--- src/fll_clock_cfg.svh ---
// Offsets, reset values and counts of the clock mode controller.
`ifndef FLL_CLOCK_CFG_SVH
`define FLL_CLOCK_CFG_SVH

`define CFG_OFF_CTRL1 4'h0
`define CFG_OFF_CTRL2 4'h4
`define CFG_OFF_TRIM 4'h8
`define CFG_OFF_STATUS 4'hc

`define CFG_CTRL1_RESET 8'h04
`define CFG_CTRL2_RESET 8'h40
`define CFG_TRIM_RESET 8'h80

`define CFG_SRC_FLL 2'h0
`define CFG_SRC_INT 2'h1
`define CFG_SRC_EXT 2'h2
`define CFG_SRC_RSVD 2'h3

`define CFG_STATUS_RSVD_BITS 4'h0
`define CFG_FLL_MULT 512
`define CFG_SWITCH_TICKS 4'h2
`define CFG_RELOCK_TICKS 4'h2
`define CFG_OSC_INIT_TICKS 13'h1000
`define CFG_INT_HALF_BASE 11'h2bc

`endif

--- src/fll_clock_pkg.sv ---
// Types shared by the clock mode controller.
package fll_clock_pkg;

    typedef enum logic [2:0] {
        fll_int_mode,
        fll_ext_mode,
        bypass_int_mode,
        bypass_int_lp_mode,
        bypass_ext_mode,
        bypass_ext_lp_mode
    } mode_t;

    typedef enum logic [1:0] {
        sw_idle,
        sw_count,
        sw_handover
    } switch_t;

    typedef struct packed {
        logic [1:0] clock_source_select;
        logic [2:0] ref_divider;
        logic ref_select;
        logic int_ref_enable;
        logic int_ref_stop_en;
    } ctrl1_t;

    typedef struct packed {
        logic [1:0] bus_divider;
        logic freq_range;
        logic high_gain;
        logic low_power_bypass;
        logic ext_osc_request;
        logic ext_ref_enable;
        logic ext_ref_stop_en;
    } ctrl2_t;

    typedef struct packed {
        logic wb_ack;
        logic [31:0] wb_dat;
        ctrl1_t ctrl1;
        ctrl2_t ctrl2;
        logic [7:0] trim_value;
        logic fine_trim;
        logic osc_init_done;
        logic [12:0] osc_cnt;
        logic ext_en_prev;
        logic osc_req_prev;
        logic ext_s1;
        logic ext_s2;
        logic ext_s3;
        logic int_lvl;
        logic fll_lvl;
        logic refsel_prev;
        logic [6:0] div_cnt;
        logic [19:0] per_cnt;
        logic [19:0] fll_period;
        logic [3:0] lock_cnt;
        logic fll_locked;
        switch_t sw_state;
        logic [1:0] active_src;
        logic [1:0] sw_target;
        logic [3:0] sw_cnt;
        logic [2:0] bus_cnt;
        logic main_clk;
        logic bus_en;
        logic dbg_clk;
        logic int_out;
        logic ext_out;
    } state_t;

endpackage : fll_clock_pkg

--- src/tick_divider.sv ---
// Enable-pulse divider that ticks once every half_in cycles while running.
module tick_divider #(
    parameter int W = 16
) (
    // Clock and reset
    input wire logic ref_clk_in,
    input wire logic reset_n_in,
    // Control
    input wire logic run_in,
    input wire logic [W-1:0] half_in,
    // Tick
    output logic tick_out
);
    typedef struct packed {
        logic [W-1:0] cnt;
        logic tick;
    } tdiv_state_t;

    tdiv_state_t s_ff;
    tdiv_state_t nxt_s;

    always_comb begin
        nxt_s = s_ff;
        nxt_s.tick = 1'b0;
        if (!run_in) begin
            nxt_s.cnt = '0;
        end else if (s_ff.cnt >= W'(half_in - 1'b1)) begin
            nxt_s.cnt = '0;
            nxt_s.tick = 1'b1;
        end else begin
            nxt_s.cnt = W'(s_ff.cnt + 1'b1);
        end
    end

    always_ff @(posedge ref_clk_in or negedge reset_n_in) begin
        if (!reset_n_in) begin
            s_ff <= '0;
        end else begin
            s_ff <= nxt_s;
        end
    end

    assign tick_out = s_ff.tick;

endmodule : tick_divider

--- src/fll_clock_mode_controller.sv ---
// Clock generator mode controller with Wishbone registers and glitch-free source switch.
//
// Behaviour
// - Eight-bit trim lengthens period with larger value.
// - Fine trim bit: smallest period step.
// - Status field reports active clock source.
// - Status updates only after switch completes.
// - Oscillator done set after initialisation cycles.
// - Done cleared only by enable/request clear.
// - Select 00, internal reference: FLL internal.
// - FLL locks 512x divided reference; link clock.
// - Select 00, external reference: FLL external.
// - Select 01 without low power: bypass internal.
// - Select 01 low power: FLL off outside debug.
// - Select 10 without low power: bypass external.
// - Select 10 low power: FLL off outside debug.
// - Stop holds the main, bus and link clock outputs static.
// - Internal output runs in stop if enabled.
// - External output runs in stop if enabled.
// - FLL relocks after divided reference cycles.
// - Source switch waits new clock cycles.
// - Dead new source keeps previous clock.
// - Reference divider divides by two to power.
// - Source select codes: FLL, internal, external.
// - Bus divider divides by 1, 2, 4, 8.
//
// The address map and the Wishbone register port were decided locally.
`include "fll_clock_cfg.svh"

module fll_clock_mode_controller
    import fll_clock_pkg::*;
#(
    parameter logic [12:0] OSC_INIT_TICKS = `CFG_OSC_INIT_TICKS,
    parameter logic [10:0] INT_HALF_BASE = `CFG_INT_HALF_BASE
) (
    // Clock and reset
    input wire logic ref_clk_in,
    input wire logic reset_n_in,
    // Wishbone slave
    input wire logic wb_cyc_in,
    input wire logic wb_stb_in,
    input wire logic wb_we_in,
    input wire logic [3:0] wb_adr_in,
    input wire logic [3:0] wb_sel_in,
    input wire logic [31:0] wb_dat_in,
    output logic [31:0] wb_dat_out,
    output logic wb_ack_out,
    // System state
    input wire logic stop_in,
    input wire logic debug_mode_active_in,
    // External reference pin
    input wire logic ext_ref_in,
    // Clock outputs as levels and enable pulse
    output logic main_clock_out,
    output logic bus_clk_en_out,
    output logic debug_link_clock_out,
    output logic int_ref_clock_out,
    output logic ext_ref_clock_out
);
    localparam int FLL_SHIFT = $clog2(`CFG_FLL_MULT) + 1;
    localparam state_t STATE_RESET = '{
        ctrl1: ctrl1_t'(`CFG_CTRL1_RESET),
        ctrl2: ctrl2_t'(`CFG_CTRL2_RESET),
        trim_value: `CFG_TRIM_RESET,
        active_src: `CFG_SRC_FLL,
        sw_state: sw_idle,
        default: '0
    };

    state_t s_ff;
    state_t nxt_s;

    logic req;
    logic int_tick;
    logic fll_tick;
    logic int_rise;
    logic ext_rise;
    logic fll_rise;
    logic ref_rise;
    logic int_needed;
    logic ext_needed;
    logic int_run;
    logic ext_in_use;
    logic fll_enabled;
    logic fll_run;
    logic div_tick;
    logic [6:0] div_limit;
    logic [2:0] bus_limit;
    logic [10:0] int_half;
    logic [19:0] fll_half;
    logic [1:0] target;
    mode_t mode;

    // Mode follows the written selection; low power only counts outside debug.
    function automatic mode_t decode_mode(ctrl1_t c1, ctrl2_t c2, logic dbg);
        logic lp;
        lp = c2.low_power_bypass && !dbg;
        if (c1.clock_source_select == `CFG_SRC_INT) begin
            decode_mode = lp ? bypass_int_lp_mode : bypass_int_mode;
        end else if (c1.clock_source_select == `CFG_SRC_EXT) begin
            decode_mode = lp ? bypass_ext_lp_mode : bypass_ext_mode;
        end else if (c1.ref_select) begin
            decode_mode = fll_int_mode;
        end else begin
            decode_mode = fll_ext_mode;
        end
    endfunction : decode_mode

    function automatic logic src_lvl(logic [1:0] src, state_t st);
        if (src == `CFG_SRC_INT) begin
            src_lvl = st.int_lvl;
        end else if (src == `CFG_SRC_EXT) begin
            src_lvl = st.ext_s2;
        end else begin
            src_lvl = st.fll_lvl;
        end
    endfunction : src_lvl

    assign req = wb_cyc_in && wb_stb_in;
    assign mode = decode_mode(s_ff.ctrl1, s_ff.ctrl2, debug_mode_active_in);
    assign target = s_ff.ctrl1.clock_source_select;

    assign int_needed = s_ff.ctrl1.ref_select || s_ff.active_src == `CFG_SRC_INT ||
                        target == `CFG_SRC_INT;
    assign ext_needed = !s_ff.ctrl1.ref_select || s_ff.active_src == `CFG_SRC_EXT ||
                        target == `CFG_SRC_EXT;
    assign int_run = stop_in ? (s_ff.ctrl1.int_ref_enable && s_ff.ctrl1.int_ref_stop_en)
                             : (s_ff.ctrl1.int_ref_enable || int_needed);
    assign ext_in_use = stop_in ? (s_ff.ctrl2.ext_ref_enable && s_ff.ctrl2.ext_ref_stop_en)
                                : (s_ff.ctrl2.ext_ref_enable || ext_needed);
    // The FLL keeps running until the main clock has left it, so a low-power write cannot
    // strand the output on a dead source.
    assign fll_enabled = !(mode == bypass_int_lp_mode || mode == bypass_ext_lp_mode) ||
                         s_ff.active_src == `CFG_SRC_FLL;
    assign fll_run = fll_enabled && s_ff.fll_locked && !stop_in;

    assign int_half = 11'(INT_HALF_BASE + {2'h0, s_ff.trim_value, s_ff.fine_trim});
    assign fll_half = (s_ff.fll_period >> FLL_SHIFT) == 20'h0 ? 20'h1
                                                            : (s_ff.fll_period >> FLL_SHIFT);

    assign int_rise = int_tick && !s_ff.int_lvl;
    assign ext_rise = ext_in_use && s_ff.ext_s2 && !s_ff.ext_s3;
    assign fll_rise = fll_tick && !s_ff.fll_lvl;
    assign ref_rise = s_ff.ctrl1.ref_select ? int_rise : ext_rise;
    assign div_limit = 7'((8'h1 << s_ff.ctrl1.ref_divider) - 8'h1);
    assign div_tick = ref_rise && s_ff.div_cnt >= div_limit;
    assign bus_limit = 3'((4'h1 << s_ff.ctrl2.bus_divider) - 4'h1);

    tick_divider #(
        .W(11)
    ) u_int_osc (
        .ref_clk_in(ref_clk_in),
        .reset_n_in(reset_n_in),
        .run_in(int_run),
        .half_in(int_half),
        .tick_out(int_tick)
    );

    tick_divider #(
        .W(20)
    ) u_fll_osc (
        .ref_clk_in(ref_clk_in),
        .reset_n_in(reset_n_in),
        .run_in(fll_run),
        .half_in(fll_half),
        .tick_out(fll_tick)
    );

    always_comb begin
        logic tgt_rise;
        logic main_rise;
        logic [7:0] wdata;
        tgt_rise = 1'b0;
        main_rise = 1'b0;
        wdata = wb_dat_in[7:0];
        nxt_s = s_ff;

        // Wishbone: ack one cycle after the strobe, write at the edge that sees ack.
        nxt_s.wb_ack = req && !s_ff.wb_ack;
        if (req && !s_ff.wb_ack && !wb_we_in) begin
            if (wb_adr_in == `CFG_OFF_CTRL1) begin
                nxt_s.wb_dat = {24'h0, s_ff.ctrl1};
            end else if (wb_adr_in == `CFG_OFF_CTRL2) begin
                nxt_s.wb_dat = {24'h0, s_ff.ctrl2};
            end else if (wb_adr_in == `CFG_OFF_TRIM) begin
                nxt_s.wb_dat = {24'h0, s_ff.trim_value};
            end else if (wb_adr_in == `CFG_OFF_STATUS) begin
                nxt_s.wb_dat = {24'h0, `CFG_STATUS_RSVD_BITS, s_ff.active_src,
                                s_ff.osc_init_done, s_ff.fine_trim};
            end else begin
                nxt_s.wb_dat = 32'h0;
            end
        end
        if (req && s_ff.wb_ack && wb_we_in && wb_sel_in[0]) begin
            if (wb_adr_in == `CFG_OFF_CTRL1) begin
                nxt_s.ctrl1 = ctrl1_t'(wdata);
                if (wdata[7:6] == `CFG_SRC_RSVD) begin
                    nxt_s.ctrl1.clock_source_select = `CFG_SRC_FLL;
                end
            end else if (wb_adr_in == `CFG_OFF_CTRL2) begin
                nxt_s.ctrl2 = ctrl2_t'(wdata);
            end else if (wb_adr_in == `CFG_OFF_TRIM) begin
                nxt_s.trim_value = wdata;
            end else if (wb_adr_in == `CFG_OFF_STATUS) begin
                nxt_s.fine_trim = wdata[0];
            end
        end

        // Pin synchroniser; only the second and third stages feed logic.
        nxt_s.ext_s1 = ext_ref_in;
        nxt_s.ext_s2 = s_ff.ext_s1;
        nxt_s.ext_s3 = s_ff.ext_s2;
        if (int_tick) begin
            nxt_s.int_lvl = !s_ff.int_lvl;
        end
        if (fll_tick) begin
            nxt_s.fll_lvl = !s_ff.fll_lvl;
        end

        // Oscillator initialisation: a falling enable or request clears, counting sets.
        nxt_s.ext_en_prev = s_ff.ctrl2.ext_ref_enable;
        nxt_s.osc_req_prev = s_ff.ctrl2.ext_osc_request;
        if ((s_ff.ext_en_prev && !s_ff.ctrl2.ext_ref_enable) ||
            (s_ff.osc_req_prev && !s_ff.ctrl2.ext_osc_request)) begin
            nxt_s.osc_init_done = 1'b0;
            nxt_s.osc_cnt = 13'h0;
        end
        if (s_ff.ctrl2.ext_osc_request && ext_in_use && !s_ff.osc_init_done && ext_rise) begin
            if (s_ff.osc_cnt >= 13'(OSC_INIT_TICKS - 1'b1)) begin
                nxt_s.osc_init_done = 1'b1;
            end else begin
                nxt_s.osc_cnt = 13'(s_ff.osc_cnt + 1'b1);
            end
        end

        // Reference division, period measurement and lock tracking.
        if (ref_rise) begin
            nxt_s.div_cnt = div_tick ? 7'h0 : 7'(s_ff.div_cnt + 1'b1);
        end
        if (div_tick) begin
            nxt_s.fll_period = s_ff.per_cnt;
            nxt_s.per_cnt = 20'h0;
            if (s_ff.lock_cnt >= `CFG_RELOCK_TICKS - 4'h1) begin
                nxt_s.fll_locked = 1'b1;
            end else begin
                nxt_s.lock_cnt = 4'(s_ff.lock_cnt + 1'b1);
            end
        end else if (s_ff.per_cnt != 20'hfffff) begin
            nxt_s.per_cnt = 20'(s_ff.per_cnt + 1'b1);
        end
        nxt_s.refsel_prev = s_ff.ctrl1.ref_select;
        if (s_ff.refsel_prev != s_ff.ctrl1.ref_select) begin
            nxt_s.fll_locked = 1'b0;
            nxt_s.lock_cnt = 4'h0;
            nxt_s.div_cnt = 7'h0;
            nxt_s.per_cnt = 20'h0;
        end

        // Source switch: count ticks of the new clock, then hand over while both are low.
        if (s_ff.sw_target == `CFG_SRC_INT) begin
            tgt_rise = int_rise;
        end else if (s_ff.sw_target == `CFG_SRC_EXT) begin
            tgt_rise = ext_rise;
        end else begin
            tgt_rise = fll_rise;
        end
        case (s_ff.sw_state)
            sw_idle: begin
                if (target != s_ff.active_src) begin
                    nxt_s.sw_target = target;
                    nxt_s.sw_cnt = 4'h0;
                    nxt_s.sw_state = sw_count;
                end
            end
            sw_count: begin
                if (target != s_ff.sw_target) begin
                    nxt_s.sw_state = sw_idle;
                end else if (tgt_rise) begin
                    // A source that never ticks leaves the old clock selected.
                    nxt_s.sw_cnt = 4'(s_ff.sw_cnt + 1'b1);
                    if (s_ff.sw_cnt >= `CFG_SWITCH_TICKS - 4'h1) begin
                        nxt_s.sw_state = sw_handover;
                    end
                end
            end
            sw_handover: begin
                if (target != s_ff.sw_target) begin
                    nxt_s.sw_state = sw_idle;
                end else if (!src_lvl(s_ff.active_src, s_ff) &&
                             !src_lvl(s_ff.sw_target, s_ff)) begin
                    nxt_s.active_src = s_ff.sw_target;
                    nxt_s.sw_state = sw_idle;
                end
            end
            default: begin
                nxt_s.sw_state = sw_idle;
            end
        endcase

        // Outputs; in stop the main, bus and link clocks freeze low.
        if (s_ff.active_src == `CFG_SRC_INT) begin
            main_rise = int_rise;
        end else if (s_ff.active_src == `CFG_SRC_EXT) begin
            main_rise = ext_rise;
        end else begin
            main_rise = fll_rise;
        end
        main_rise = main_rise && !stop_in;
        nxt_s.main_clk = !stop_in && src_lvl(s_ff.active_src, s_ff);
        nxt_s.bus_en = 1'b0;
        if (main_rise) begin
            if (s_ff.bus_cnt >= bus_limit) begin
                nxt_s.bus_en = 1'b1;
                nxt_s.bus_cnt = 3'h0;
            end else begin
                nxt_s.bus_cnt = 3'(s_ff.bus_cnt + 1'b1);
            end
        end
        nxt_s.dbg_clk = fll_run && s_ff.fll_lvl;
        nxt_s.int_out = s_ff.ctrl1.int_ref_enable && int_run && s_ff.int_lvl;
        nxt_s.ext_out = s_ff.ctrl2.ext_ref_enable && ext_in_use && s_ff.ext_s2;
    end

    always_ff @(posedge ref_clk_in or negedge reset_n_in) begin
        if (!reset_n_in) begin
            s_ff <= STATE_RESET;
        end else begin
            s_ff <= nxt_s;
        end
    end

    assign wb_dat_out = s_ff.wb_dat;
    assign wb_ack_out = s_ff.wb_ack;
    assign main_clock_out = s_ff.main_clk;
    assign bus_clk_en_out = s_ff.bus_en;
    assign debug_link_clock_out = s_ff.dbg_clk;
    assign int_ref_clock_out = s_ff.int_out;
    assign ext_ref_clock_out = s_ff.ext_out;

endmodule : fll_clock_mode_controller

--- config.mk ---
export PLATFORM = sky130hd
export DESIGN_NAME = fll_clock_mode_controller
export DESIGN_NICKNAME = d
export VERILOG_FILES = /design/src/fll_clock_pkg.sv /design/src/tick_divider.sv /design/src/fll_clock_mode_controller.sv
export VERILOG_INCLUDE_DIRS = /design/src
export SDC_FILE = /design/constraint.sdc
export NUM_CORES = 1
export LEC_CHECK = 0
export ABC_CLOCK_PERIOD_IN_PS = 3520
export BUFFER_PORTS_ARGS = -buffer_cell sky130_fd_sc_hd__buf_4
export CORE_AREA = 2 2 107 150
export CTS_CLUSTER_SIZE = 30
export DETAILED_ROUTE_END_ITERATION = 10
export DIE_AREA = 0 0 109 152
export PLACE_DENSITY = 0.87
export SLEW_MARGIN = 20
export SYNTH_ARGS = -nofsm -noshare
export SYNTH_HDL_FRONTEND = slang
export SYNTH_SLANG_ARGS = --single-unit
--- constraint.sdc ---
create_clock -name ref_clk_in -period 3.52 [get_ports ref_clk_in]
set_clock_uncertainty 0.05 [all_clocks]
set_input_delay 0.704 -clock ref_clk_in [delete_from_list [all_inputs] [get_ports ref_clk_in]]
set_output_delay 0.704 -clock ref_clk_in [all_outputs]
set_load 0.05 [all_outputs]
==> implementation parameters, run 1 <==
Parameter                              Value

Outcome
  Status ... completed

Cells and area
  Ant. Diodes ... 0
  Fin nets ... 1,045
  Final-layout fill cell count ... 1,124
  Synth-to-layout area growth ... 10.7%
  Fraction of layout cells with a size suffix above 1 ... 0.139

Route
  WL per Instance ... 17.1 µm
  Iter 0 DRT Violations ... 660
  Remaining DRCs ... 0
  Antenna-violating nets left ... 0
  Number of search-and-repair iterations in the first detailed-routing pass ... 5
  Vias per inst ... 6.07
  Number of vias in the routed layout ... 6,984
  Routed wire length ... 19,700 µm

Global routing
  Wire length of the first global-routing pass ... 33,200 µm
  Largest net degree at the start of global routing ... 72
  Total global routing overflow ... 0
  Global-route usage over all layers ... 0.249
  Vias in the first global route ... 6,999
  Number of antenna violations at the first check in global routing ... 0

Yosys
  Number of library cell types mapped by synthesis ... 76
  Area share of fa/ha/maj cells after synthesis ... 0.0766
  Post-synth top flop ... sky130_fd_sc_hd__dfrtp_1
  Area share of the leading cell type in the synthesized netlist ... 0.407
  Async SR Flop Fraction ... 1.00
  Sequential cell area fraction in the yosys report ... 0.416
  Cells after synthesis ... 923
  Post-synth EDFFs ... 0
  Main combinational cell family by area after synthesis ... simple AND/OR/NAND/NOR gates
  Compound-cell area share of the yosys netlist ... 0.122
  Ys Warns ... 0
  Cell type contributing the most total cell area after synthesis ... sky130_fd_sc_hd__dfrtp_1
  Area share of and/or/nand/nor cells after synthesis ... 0.192
  Cell types with the largest area share after synthesis ... sky130_fd_sc_hd__dfrtp_1 (41%), sky130_fd_sc_hd__ha_1 (7.7%), sky130_fd_sc_hd__mux2_2 (3.8%)
  #FFs+latches synth ... 149
  Synth Area in XOR/XNOR ... 0.0663
  Post-synthesis mux area share ... 0.0654
  Synth Area per Inst ... 9.73 µm²
  Cell area after synthesis ... 8980 µm²

STA
  Worst Tran Pin Value ... 900 ps
  Number of max-slew violations in the final report ... 0
  Hold slack ... 171 ps
  Final cycle utilization of the critical path ... 0.900
  Min Tclk post-route ... 3170 ps
  # setup viols final ... 0
  Smallest setup slack after layout ... 353 ps
  Fmax ... 0.316 GHz
  Post-route setup TNS ... 0 ps
  Unrepaired setup endpoints after global routing ... no
  Number of hold violations in the final report ... 0
  Normalized max-slew margin ... 0.395

Clock network
  Resized Gates After CTS ... 0
  Clock-pin slew reported for the worst setup and hold paths after clock tree synthesis ... 60 ps
  Number of buffers between clock root and the deepest sink ... 2
  CTS tree ... done
  Post-CTS Hold Fix Bufs ... 0
  Number of buffers created by CTS ... 17
  Post-CTS Setup Bufs ... 0
  Clock latency at the later pin of the worst-skew pair ... 430 ps
  CTS H-tree lvls ... 4
  Clock Root Buffer ... sky130_fd_sc_hd__clkbuf_16
  Number of clock sinks ... 149

Setup path
  Arrival time of data at the critical path endpoint ... 3420 ps
  Setup slack on the worst flop-to-flop path ... 350 ps
  Delay of the slowest cell on the worst path ... 480 ps
  Worst EP required ... 3770 ps
  Delay-heaviest family, CP ... compound AO/OA/AOI/OAI gates
  Worst Path Buf+Inv ... 2
  Capturing element type of the critical path ... flop
  Peak fanout along the critical path ... 20
  Category of the worst setup path launch point ... flop
  Slowest stage cell on the critical path ... sky130_fd_sc_hd__ha_1
  Cell Chain, Critical Path ... nor4_1, buf_4, a31oi_1, ha_1, nand3_1, ha_1, nand2_1, o221ai_1, nor2_1, a31oi_1, buf_4, a21oi_1
  WS Path Type ... flop to flop

Power and ir drop
  Sw Ratio ... 0.273
  Combinational power share ... 0.138
  Power density of the placed cells ... 483 nW/µm²
  Share of power burned in the clock network ... 0.439
  Reported leakage power ... 4.42 nW
  Internal power consumption ... 0.00349 W
  Reg power frac ... 0.424
  Net switching component of the power ... 0.00131 W
  Worst IR drop on VDD ... 0.334 mV

Floorplan
  Horiz. Die Dim ... 109 µm
  Number of placement rows ... 54
  Die outline area ... 16,600 µm²
  Number of primary I/O pins ... 86
  Initial standard-cell utilization of the core ... 0.585
  Vertical die dimension ... 152 µm
  Area inside the core boundary ... 15,300 µm²

Placement
  Final estimated routing congestion in global placement ... 0.845
  Number of buffer cells added on primary ports ... 34
  Final HPWL from detailed placement ... 13,300 µm
  Worst slack, placed ... 409 ps

Worst hold path
  Type of the tightest min-delay check ... input pin to asynchronous set/reset pin

Run
  Max_cap viols ... 0
-- Yosys cell counts, types with 6 or more instances --
cell,number
sky130_fd_sc_hd__buf_4,35
sky130_fd_sc_hd__nor4_1,7
sky130_fd_sc_hd__nand2_1,81
sky130_fd_sc_hd__o21ai_1,13
sky130_fd_sc_hd__ha_1,55
sky130_fd_sc_hd__nor3_1,43
sky130_fd_sc_hd__a21oi_1,50
sky130_fd_sc_hd__xor2_1,34
sky130_fd_sc_hd__clkbuf_1,21
sky130_fd_sc_hd__nand3_1,37
sky130_fd_sc_hd__nor2_1,45
sky130_fd_sc_hd__and3_1,7
sky130_fd_sc_hd__nor2b_1,11
sky130_fd_sc_hd__mux2_1,7
sky130_fd_sc_hd__a211oi_1,6
sky130_fd_sc_hd__inv_1,39
sky130_fd_sc_hd__and4_1,6
sky130_fd_sc_hd__or3_1,6
sky130_fd_sc_hd__nand4_1,15
sky130_fd_sc_hd__o211ai_1,14
sky130_fd_sc_hd__buf_2,10
sky130_fd_sc_hd__dfrtp_1,146
sky130_fd_sc_hd__xnor2_1,34
sky130_fd_sc_hd__mux2_2,30
sky130_fd_sc_hd__and2_1,12
sky130_fd_sc_hd__mux2i_1,17
sky130_fd_sc_hd__nand2b_1,17
sky130_fd_sc_hd__o21ai_0,26
sky130_fd_sc_hd__or2_2,6
-- power groups by stage --
stage                     clock network [W]  logic (W)  registers, W
after global placement                    0   0.000628       0.00205
after floorplan                           0   0.000487       0.00204
after CTS                           0.00213   0.000665       0.00203
final                               0.00211   0.000660       0.00203
after detailed placement                  0   0.000658       0.00206
after global routing                0.00220   0.000732       0.00206
-- layer usage --
layer	track usage	part of all wire
met1	0.288	0.39
met2	0.437	0.54
met3	0.0532	0.040
met4	0.105	0.031
met5	0	0
-- per-stage QoR --
stage	total power [W]	cells	utilization	cell area, µm²
5_1_grt	0.00499	1151	0.648	9940
3_5_place_dp	0.00271	1119	0.604	9260
3_3_place_gp	0.00268	1119	0.604	9260
4_1_cts	0.00482	1151	0.648	9940
2_1_floorplan	0.00253	946	-	9060
6_report	0.00480	1151	0.648	9940
-- logic make-up (layout without fill, tap and decap cells) --
family                     Yosys count  count (layout)
xor gates and xnor gates            68              68
AOI/OAI and AO/OA                  167             167
muxes                               54              54
DFF                                149             149
and+or+nand+nor                    323             323
adders and majority gates           55              55
other                                1              24
buffers and inverters              106             115
-- worst paths after layout --
check / from / endpoint / depth (start not counted)
worst max-delay path: s_ff[40] / u_fll_osc.s_ff[6] / 12
worst min-delay path: reset_n_in / s_ff[81] / 1
worst max register to register: s_ff[40] / u_fll_osc.s_ff[6] / 12
worst min register to register: nxt_s[74] / nxt_s[73] / 0
max in group asynchronous: reset_n_in / s_ff[100] / 2
min in group ref_clk_in: nxt_s[74] / nxt_s[73] / 0
-- state kept, by name (all words and copies together) (netlist names) --
register,cells
s_ff,95
u_fll_osc.s_ff,20
u_int_osc.s_ff,11
wb_dat_out,8
nxt_s,5
target,2
bus_clk_en_out,1
debug_link_clock_out,1
ext_ref_clock_out,1
int_ref_clock_out,1
main_clock_out,1
u_fll_osc.tick_out,1
u_int_osc.tick_out,1
wb_ack_out,1
-- cell type report --
type	instances	area [µm²]	area share
clock buffers	21	460	0.0463
clock inverters	11	219	0.0220
well taps	196	245	0.0247
flip-flops and latches	149	3730	0.375
multi-input cells	691	4790	0.482
repair buffers	44	347	0.0349
inverters	39	146	0.0147
-- cell usage in the layout (no fill, tap or decap), drive strengths merged, types with 21 or more instances in the layout --
| master | Yosys | routed |
|---|---|---|
| inv | 39 | 42 |
| a21oi | 51 | 51 |
| nor3 | 45 | 45 |
| buf | 46 | 44 |
| ha | 55 | 55 |
| mux2 | 37 | 37 |
| conb | 1 | 24 |
| dfrtp | 146 | 146 |
| o21ai | 39 | 39 |
| nand2 | 81 | 81 |
| xor2 | 34 | 34 |
| nor2 | 46 | 46 |
| nand3 | 39 | 39 |
| xnor2 | 34 | 34 |
| clkbuf | 21 | 21 |
Note: power is estimated with default switching activity, not from simulation.
==> inputs of run 2 (changes only) <==
--- a/config.mk
+++ b/config.mk
@@ -8,11 +8,11 @@
 export LEC_CHECK = 0
 export ABC_CLOCK_PERIOD_IN_PS = 3520
 export BUFFER_PORTS_ARGS = -buffer_cell sky130_fd_sc_hd__buf_4
-export CORE_AREA = 2 2 107 150
+export CORE_AREA = 2 2 150 210
 export CTS_CLUSTER_SIZE = 30
 export DETAILED_ROUTE_END_ITERATION = 10
-export DIE_AREA = 0 0 109 152
-export PLACE_DENSITY = 0.87
+export DIE_AREA = 0 0 152 212
+export PLACE_DENSITY = 0.54
 export SLEW_MARGIN = 20
 export SYNTH_ARGS = -nofsm -noshare
 export SYNTH_HDL_FRONTEND = slang
==> run 2 against run 1 <==
- utilization fell by 32 points
- routed wire length fell by 0.76%
- sequential share of layout area shrank 0.71 points
- flip-flop and latch count did not move
- critical endpoint is now u_fll_osc.s_ff[19]
- total power is 5.4% lower
- first-iteration DRC count decreased by 58%
- hold slack got worse by 47 ps
- via count fell by 5.9%
- cell area up 1.9%
==> implementation parameters, run 2 (same netlist as run 1, synthesis figures left out) <==
Parameter                              Value

Outcome
  Status ... completed

Global routing
  Wire length of the first global-routing pass ... 33,800 µm
  Global-route usage over all layers ... 0.127
  Largest net degree at the start of global routing ... 59
  Met2 usage in global routing ... 0.233
  Number of antenna violations at the first check in global routing ... 0
  Total global routing overflow ... 0
  Vias in the first global route ... 6,667
  Busiest metal layer after global routing ... met2
  Met3 demand-to-capacity share in global routing ... 0.0226
  Grt met1 use ... 0.152

Floorplan
  Vertical die dimension ... 212 µm
  Number of placement rows ... 76
  Area inside the core boundary ... 30,500 µm²
  Die outline area ... 32,200 µm²
  Horiz. Die Dim ... 152 µm
  Number of primary I/O pins ... 86
  Initial standard-cell utilization of the core ... 0.294

STA
  Final cycle utilization of the critical path ... 0.887
  Fmax ... 0.320 GHz
  Unrepaired setup endpoints after global routing ... no
  Number of max-slew violations in the final report ... 0
  Worst Tran Pin Value ... 906 ps
  Normalized max-slew margin ... 0.392
  Hold slack ... 124 ps
  Post-route setup TNS ... 0 ps
  # setup viols final ... 0
  Number of hold violations in the final report ... 0
  Min Tclk post-route ... 3120 ps

Cells and area
  Leading cell type in the layout, fill and taps excluded ... sky130_fd_sc_hd__dfrtp_1
  Largest registers in the final layout ... s_ff x95, u_fll_osc.s_ff x20, u_int_osc.s_ff x11
  Fraction of layout cells with a size suffix above 1 ... 0.145
  Most frequent cells in the layout ... sky130_fd_sc_hd__dfrtp_1 (146), sky130_fd_sc_hd__nand2_1 (81), sky130_fd_sc_hd__ha_1 (55)
  Fin nets ... 1,048
  Register with the most flip-flops ... s_ff
  Post-route standard cell area excluding fillers ... 10,100 µm²
  Non-filler cells, final ... 1,348
  Synth-to-layout area growth ... 12.9%
  Ant. Diodes ... 0
  Largest register FFs ... 95

Clock network
  Clock Root Buffer ... sky130_fd_sc_hd__clkbuf_16
  Clock-pin slew reported for the worst setup and hold paths after clock tree synthesis ... 60 ps
  Number of buffers between clock root and the deepest sink ... 2
  CTS H-tree lvls ... 4
  Number of clock sinks ... 149
  Number of buffers created by CTS ... 17
  Post-CTS Hold Fix Bufs ... 0
  CTS tree ... done
  Clock latency at the later pin of the worst-skew pair ... 430 ps

Placement
  Final HPWL from detailed placement ... 14,200 µm
  Final estimated routing congestion in global placement ... 0.750
  Number of buffer cells added on primary ports ... 34
  Number of placed cells counting well taps ... 1,316
  Cell area after placement ... 9530 µm²

Setup path
  Delay of the slowest cell on the worst path ... 470 ps
  Worst EP required ... 3770 ps
  Reg-to-Reg End ... u_fll_osc.s_ff[19]
  Setup slack on the worst flop-to-flop path ... 400 ps
  Category of the worst setup path launch point ... flop
  Delay-heaviest family, CP ... compound AO/OA/AOI/OAI gates
  Slowest stage cell on the critical path ... sky130_fd_sc_hd__ha_1
  Arrival time of data at the critical path endpoint ... 3370 ps
  Startpoint of the most critical register-to-register path ... s_ff[35]
  Worst Path Buf+Inv ... 2
  WS Path Type ... flop to flop
  Cell Chain, Critical Path ... nor4_1, buf_4, a31oi_1, ha_1, nand3_1, ha_1, nand2_1, o221ai_1, nor2_1, a31oi_1, buf_4, a21oi_1
  Capturing element type of the critical path ... flop
  Peak fanout along the critical path ... 20
  Register-to-Register Path Depth ... 12

Run
  Max_cap viols ... 0

Route
  Number of search-and-repair iterations in the first detailed-routing pass ... 4
  WL per Instance ... 14.5 µm
  Routed wire length ... 19,600 µm
  Iter 0 DRT Violations ... 279
  Vias per inst ... 4.87
  Number of vias in the routed layout ... 6,571
  Remaining DRCs ... 0
  Antenna-violating nets left ... 0

Power and ir drop
  Worst IR drop on VDD ... 0.328 mV
  Reported leakage power ... 4.39 nW
  Power density of the placed cells ... 448 nW/µm²
  Overall Power ... 0.00454 W

Worst hold path
  Type of the tightest min-delay check ... input pin to asynchronous set/reset pin
run 2: changes by cell type in the layout (fill, tap and decap cells not counted):
cell,before,now
sky130_fd_sc_hd__bufinv_16,6,2
sky130_fd_sc_hd__buf_4,42,45
sky130_fd_sc_hd__clkinvlp_4,1,4
sky130_fd_sc_hd__clkbuf_1,2,0
sky130_fd_sc_hd__clkinv_4,0,2
sky130_fd_sc_hd__inv_6,3,4
sky130_fd_sc_hd__nor4_1,7,6
sky130_fd_sc_hd__nor4_2,0,1
run 2: metal layers:
metal	vias to the layer above	wire, µm
li1	3285	-
met1	3193	8630
met2	75	10300
met3	18	406
met4	0	203
met5	-	0
run 2: repair_timing:
item | in CTS | in global routing
setup buffers | 0 | 0
gates resized for setup | 0 | 1
endpoints found under the setup margin | 0 | 5
run 2: stage by stage:
step	util	setup WS (ps)
6_report	0.332	398
5_1_grt	0.332	3.73
4_1_cts	0.332	339
3_5_place_dp	0.312	378
3_3_place_gp	0.312	447
2_1_floorplan	-	528
run 2: cell type report:
type	instances	area, µm²
Clock buffer	19	453
Multi-Input combinational cell	691	4800
Inverter	39	146
Fill cell	3124	20400
Clock inverter	13	148
Timing Repair Buffer	47	369
Sequential cell	149	3730
Tap cell	390	488
run 2: how the worst max path moves through the flow:
| stage | endpoint | startpoint | depth (start not counted) |
|---|---|---|---|
| after floorplan | u_fll_osc.s_ff[10] | s_ff[35] | 12 |
| after global placement | u_fll_osc.s_ff[4] | s_ff[35] | 12 |
| after detailed placement | u_fll_osc.s_ff[4] | s_ff[39] | 11 |
| after CTS | u_fll_osc.s_ff[19] | s_ff[39] | 11 |
| after global routing | u_fll_osc.s_ff[17] | s_ff[35] | 12 |
| final | u_fll_osc.s_ff[19] | s_ff[35] | 12 |
run 2: power breakdown:
group	switching, W	internal [W]	total [W]
clock network	0.000772	0.00109	0.00186
registers	0.000165	0.00186	0.00203
logic	0.000399	0.000255	0.000655
total	0.00134	0.00321	0.00454
==> inputs of run 3 (changes only) <==
--- a/config.mk
+++ b/config.mk
@@ -8,11 +8,13 @@
 export LEC_CHECK = 0
 export ABC_CLOCK_PERIOD_IN_PS = 3520
 export BUFFER_PORTS_ARGS = -buffer_cell sky130_fd_sc_hd__buf_4
+export CELL_PAD_IN_SITES_DETAIL_PLACEMENT = 1
+export CELL_PAD_IN_SITES_GLOBAL_PLACEMENT = 2
 export CORE_AREA = 2 2 150 210
 export CTS_CLUSTER_SIZE = 30
 export DETAILED_ROUTE_END_ITERATION = 10
 export DIE_AREA = 0 0 152 212
-export PLACE_DENSITY = 0.54
+export PLACE_DENSITY = 0.73
 export SLEW_MARGIN = 20
 export SYNTH_ARGS = -nofsm -noshare
 export SYNTH_HDL_FRONTEND = slang
==> run 3 against run 2 <==
- final cell count hardly changed
- sequential power about the same
- clock-buffer cell count grew 2
- combinational power up 2%
- critical path depth is the same
- register-to-register slack got worse by 20 ps
- non-clock buffer count fell by 1
- clock power about the same
- via count rose by 2.0%
- routed wire length up 11%
- sequential share of layout area increased by 0.078 points
- cell area is 0.21% lower
- critical path type unchanged
- largest cell class unchanged
- highest routed layer unchanged
==> implementation parameters, run 3 (same netlist as run 1, synthesis figures left out) <==
Parameter                              Value

STA
  Final cycle utilization of the critical path ... 0.892
  Min Tclk post-route ... 3140 ps
  Number of max-slew violations in the final report ... 0
  # setup viols final ... 0
  Hold slack ... 242 ps
  Unrepaired setup endpoints after global routing ... no
  Fmax ... 0.319 GHz
  Number of hold violations in the final report ... 0
  Normalized max-slew margin ... 0.360
  Post-route setup TNS ... 0 ps
  Worst Tran Pin Value ... 947 ps

Floorplan
  Initial standard-cell utilization of the core ... 0.294
  Die outline area ... 32,200 µm²
  Number of placement rows ... 76
  Horiz. Die Dim ... 152 µm
  Area inside the core boundary ... 30,500 µm²
  Vertical die dimension ... 212 µm
  Number of primary I/O pins ... 86

Cells and area
  Largest registers in the final layout ... s_ff x95, u_fll_osc.s_ff x20, u_int_osc.s_ff x11
  Fraction of layout cells with a size suffix above 1 ... 0.142
  Fin nets ... 1,047
  Leading cell type in the layout, fill and taps excluded ... sky130_fd_sc_hd__dfrtp_1
  Most frequent cells in the layout ... sky130_fd_sc_hd__dfrtp_1 (146), sky130_fd_sc_hd__nand2_1 (81), sky130_fd_sc_hd__ha_1 (55)
  Final-layout fill cell count ... 3,503
  Post-route standard cell area excluding fillers ... 10,100 µm²
  Ant. Diodes ... 0
  Non-filler cells, final ... 1,347
  Largest register FFs ... 95
  Register with the most flip-flops ... s_ff
  Synth-to-layout area growth ... 12.6%

Placement
  Final estimated routing congestion in global placement ... 0.732
  Cell area after placement ... 9520 µm²
  Number of placed cells counting well taps ... 1,315
  Number of buffer cells added on primary ports ... 34
  Final HPWL from detailed placement ... 16,000 µm

Outcome
  Status ... completed

Clock network
  Clock Root Buffer ... sky130_fd_sc_hd__clkbuf_16
  Number of clock sinks ... 149
  Clock latency at the later pin of the worst-skew pair ... 430 ps
  CTS tree ... done
  Number of buffers between clock root and the deepest sink ... 2
  CTS H-tree lvls ... 4
  Post-CTS Hold Fix Bufs ... 0
  Number of buffers created by CTS ... 17
  Post-CTS Setup Bufs ... 0
  Clock-pin slew reported for the worst setup and hold paths after clock tree synthesis ... 60 ps

Global routing
  Vias in the first global route ... 7,378
  Largest net degree at the start of global routing ... 67
  Number of antenna violations at the first check in global routing ... 0
  Total global routing overflow ... 0
  Global-route usage over all layers ... 0.142
  Wire length of the first global-routing pass ... 37,600 µm

Power and ir drop
  Reported leakage power ... 4.36 nW
  Internal power consumption ... 0.00320 W
  Combinational power share ... 0.148
  Share of power burned in the clock network ... 0.403
  Power density of the placed cells ... 448 nW/µm²
  Sw Ratio ... 0.294
  Reg power frac ... 0.449
  Net switching component of the power ... 0.00133 W
  Worst IR drop on VDD ... 0.299 mV

Setup path
  Arrival time of data at the critical path endpoint ... 3440 ps
  WS Path Type ... flop to flop
  Capturing element type of the critical path ... flop
  Startpoint of the most critical register-to-register path ... s_ff[35]
  Peak fanout along the critical path ... 20
  Worst EP required ... 3820 ps
  Setup slack on the worst flop-to-flop path ... 380 ps
  Register-to-Register Path Depth ... 12
  Category of the worst setup path launch point ... flop
  Reg-to-Reg End ... u_fll_osc.s_ff[2]

Route
  WL per Instance ... 16.2 µm
  Iter 0 DRT Violations ... 225
  Number of vias in the routed layout ... 6,705
  Top Layer Used ... met4
  Number of search-and-repair iterations in the first detailed-routing pass ... 4
  Detailed-routing wirelength on met1 ... 9210 µm
  Remaining DRCs ... 0
  Met3 wire length ... 425 µm
  Vias per inst ... 4.98
  DR WL met2 ... 11,800 µm
  Antenna-violating nets left ... 0
  Routed wire length ... 21,800 µm

Worst hold path
  Type of the tightest min-delay check ... input pin to asynchronous set/reset pin

Run
  Max_cap viols ... 0
[run 3: what timing repair did]
item / in CTS / in global routing
endpoints found under the hold margin: 0 / 0
setup endpoints to repair: 0 / 2
resized for setup: 0 / 1
[run 3: worst max-delay path by stage]
| stage | startpoint | end | cells after the start |
|---|---|---|---|
| final | s_ff[35] | u_fll_osc.s_ff[2] | 12 |
| after global routing | s_ff[35] | u_fll_osc.s_ff[19] | 12 |
| after CTS | s_ff[39] | u_fll_osc.s_ff[11] | 12 |
| after detailed placement | s_ff[39] | u_fll_osc.s_ff[3] | 12 |
| after global placement | s_ff[39] | u_fll_osc.s_ff[1] | 12 |
| after floorplan | s_ff[35] | u_fll_osc.s_ff[10] | 12 |
[run 3: power groups by stage]
| stage | Combinational [W] | Clock (W) | Sequential, W |
|---|---|---|---|
| global route | 0.000762 | 0.00196 | 0.00206 |
| floorplan | 0.000487 | 0 | 0.00204 |
| finish | 0.000669 | 0.00183 | 0.00203 |
| detailed placement | 0.000680 | 0 | 0.00207 |
| global placement | 0.000656 | 0 | 0.00206 |
| CTS | 0.000684 | 0.00190 | 0.00204 |
[run 3: layout make-up]
class	instances	area [µm²]	share of cell area
Multi-Input combinational cell	691	4800	0.474
Sequential cell	149	3730	0.369
Tap cell	390	488	0.0483
Clock buffer	21	460	0.0455
Timing Repair Buffer	46	362	0.0358
Inverter	39	146	0.0145
Clock inverter	11	128	0.0126
[run 3: stage by stage]
step	setup WS (ps)	utilization	total power [W]
floorplan	528	-	0.00253
global placement	371	0.312	0.00271
detailed placement	293	0.312	0.00275
CTS	275	0.331	0.00462
global route	62.1	0.331	0.00479
finish	381	0.331	0.00453
[run 3: critical path, stage by stage, from the launching register on]
cell,delay (ps)
sky130_fd_sc_hd__dfrtp_1,440
sky130_fd_sc_hd__nor4_1,440
sky130_fd_sc_hd__a31oi_1,200
sky130_fd_sc_hd__ha_1,290
sky130_fd_sc_hd__nand2_1,110
sky130_fd_sc_hd__xor2_1,190
sky130_fd_sc_hd__ha_1,270
sky130_fd_sc_hd__a21o_1,190
sky130_fd_sc_hd__a21oi_1,180
sky130_fd_sc_hd__o211a_1,210
sky130_fd_sc_hd__o211ai_1,100
sky130_fd_sc_hd__buf_4,220
sky130_fd_sc_hd__a21boi_1,160
[run 3: layer usage]
metal,vias up,track usage
met1,3344,0.164
li1,3278,-
met5,-,0
met2,59,0.267
met3,24,0.0238
met4,0,0.0467
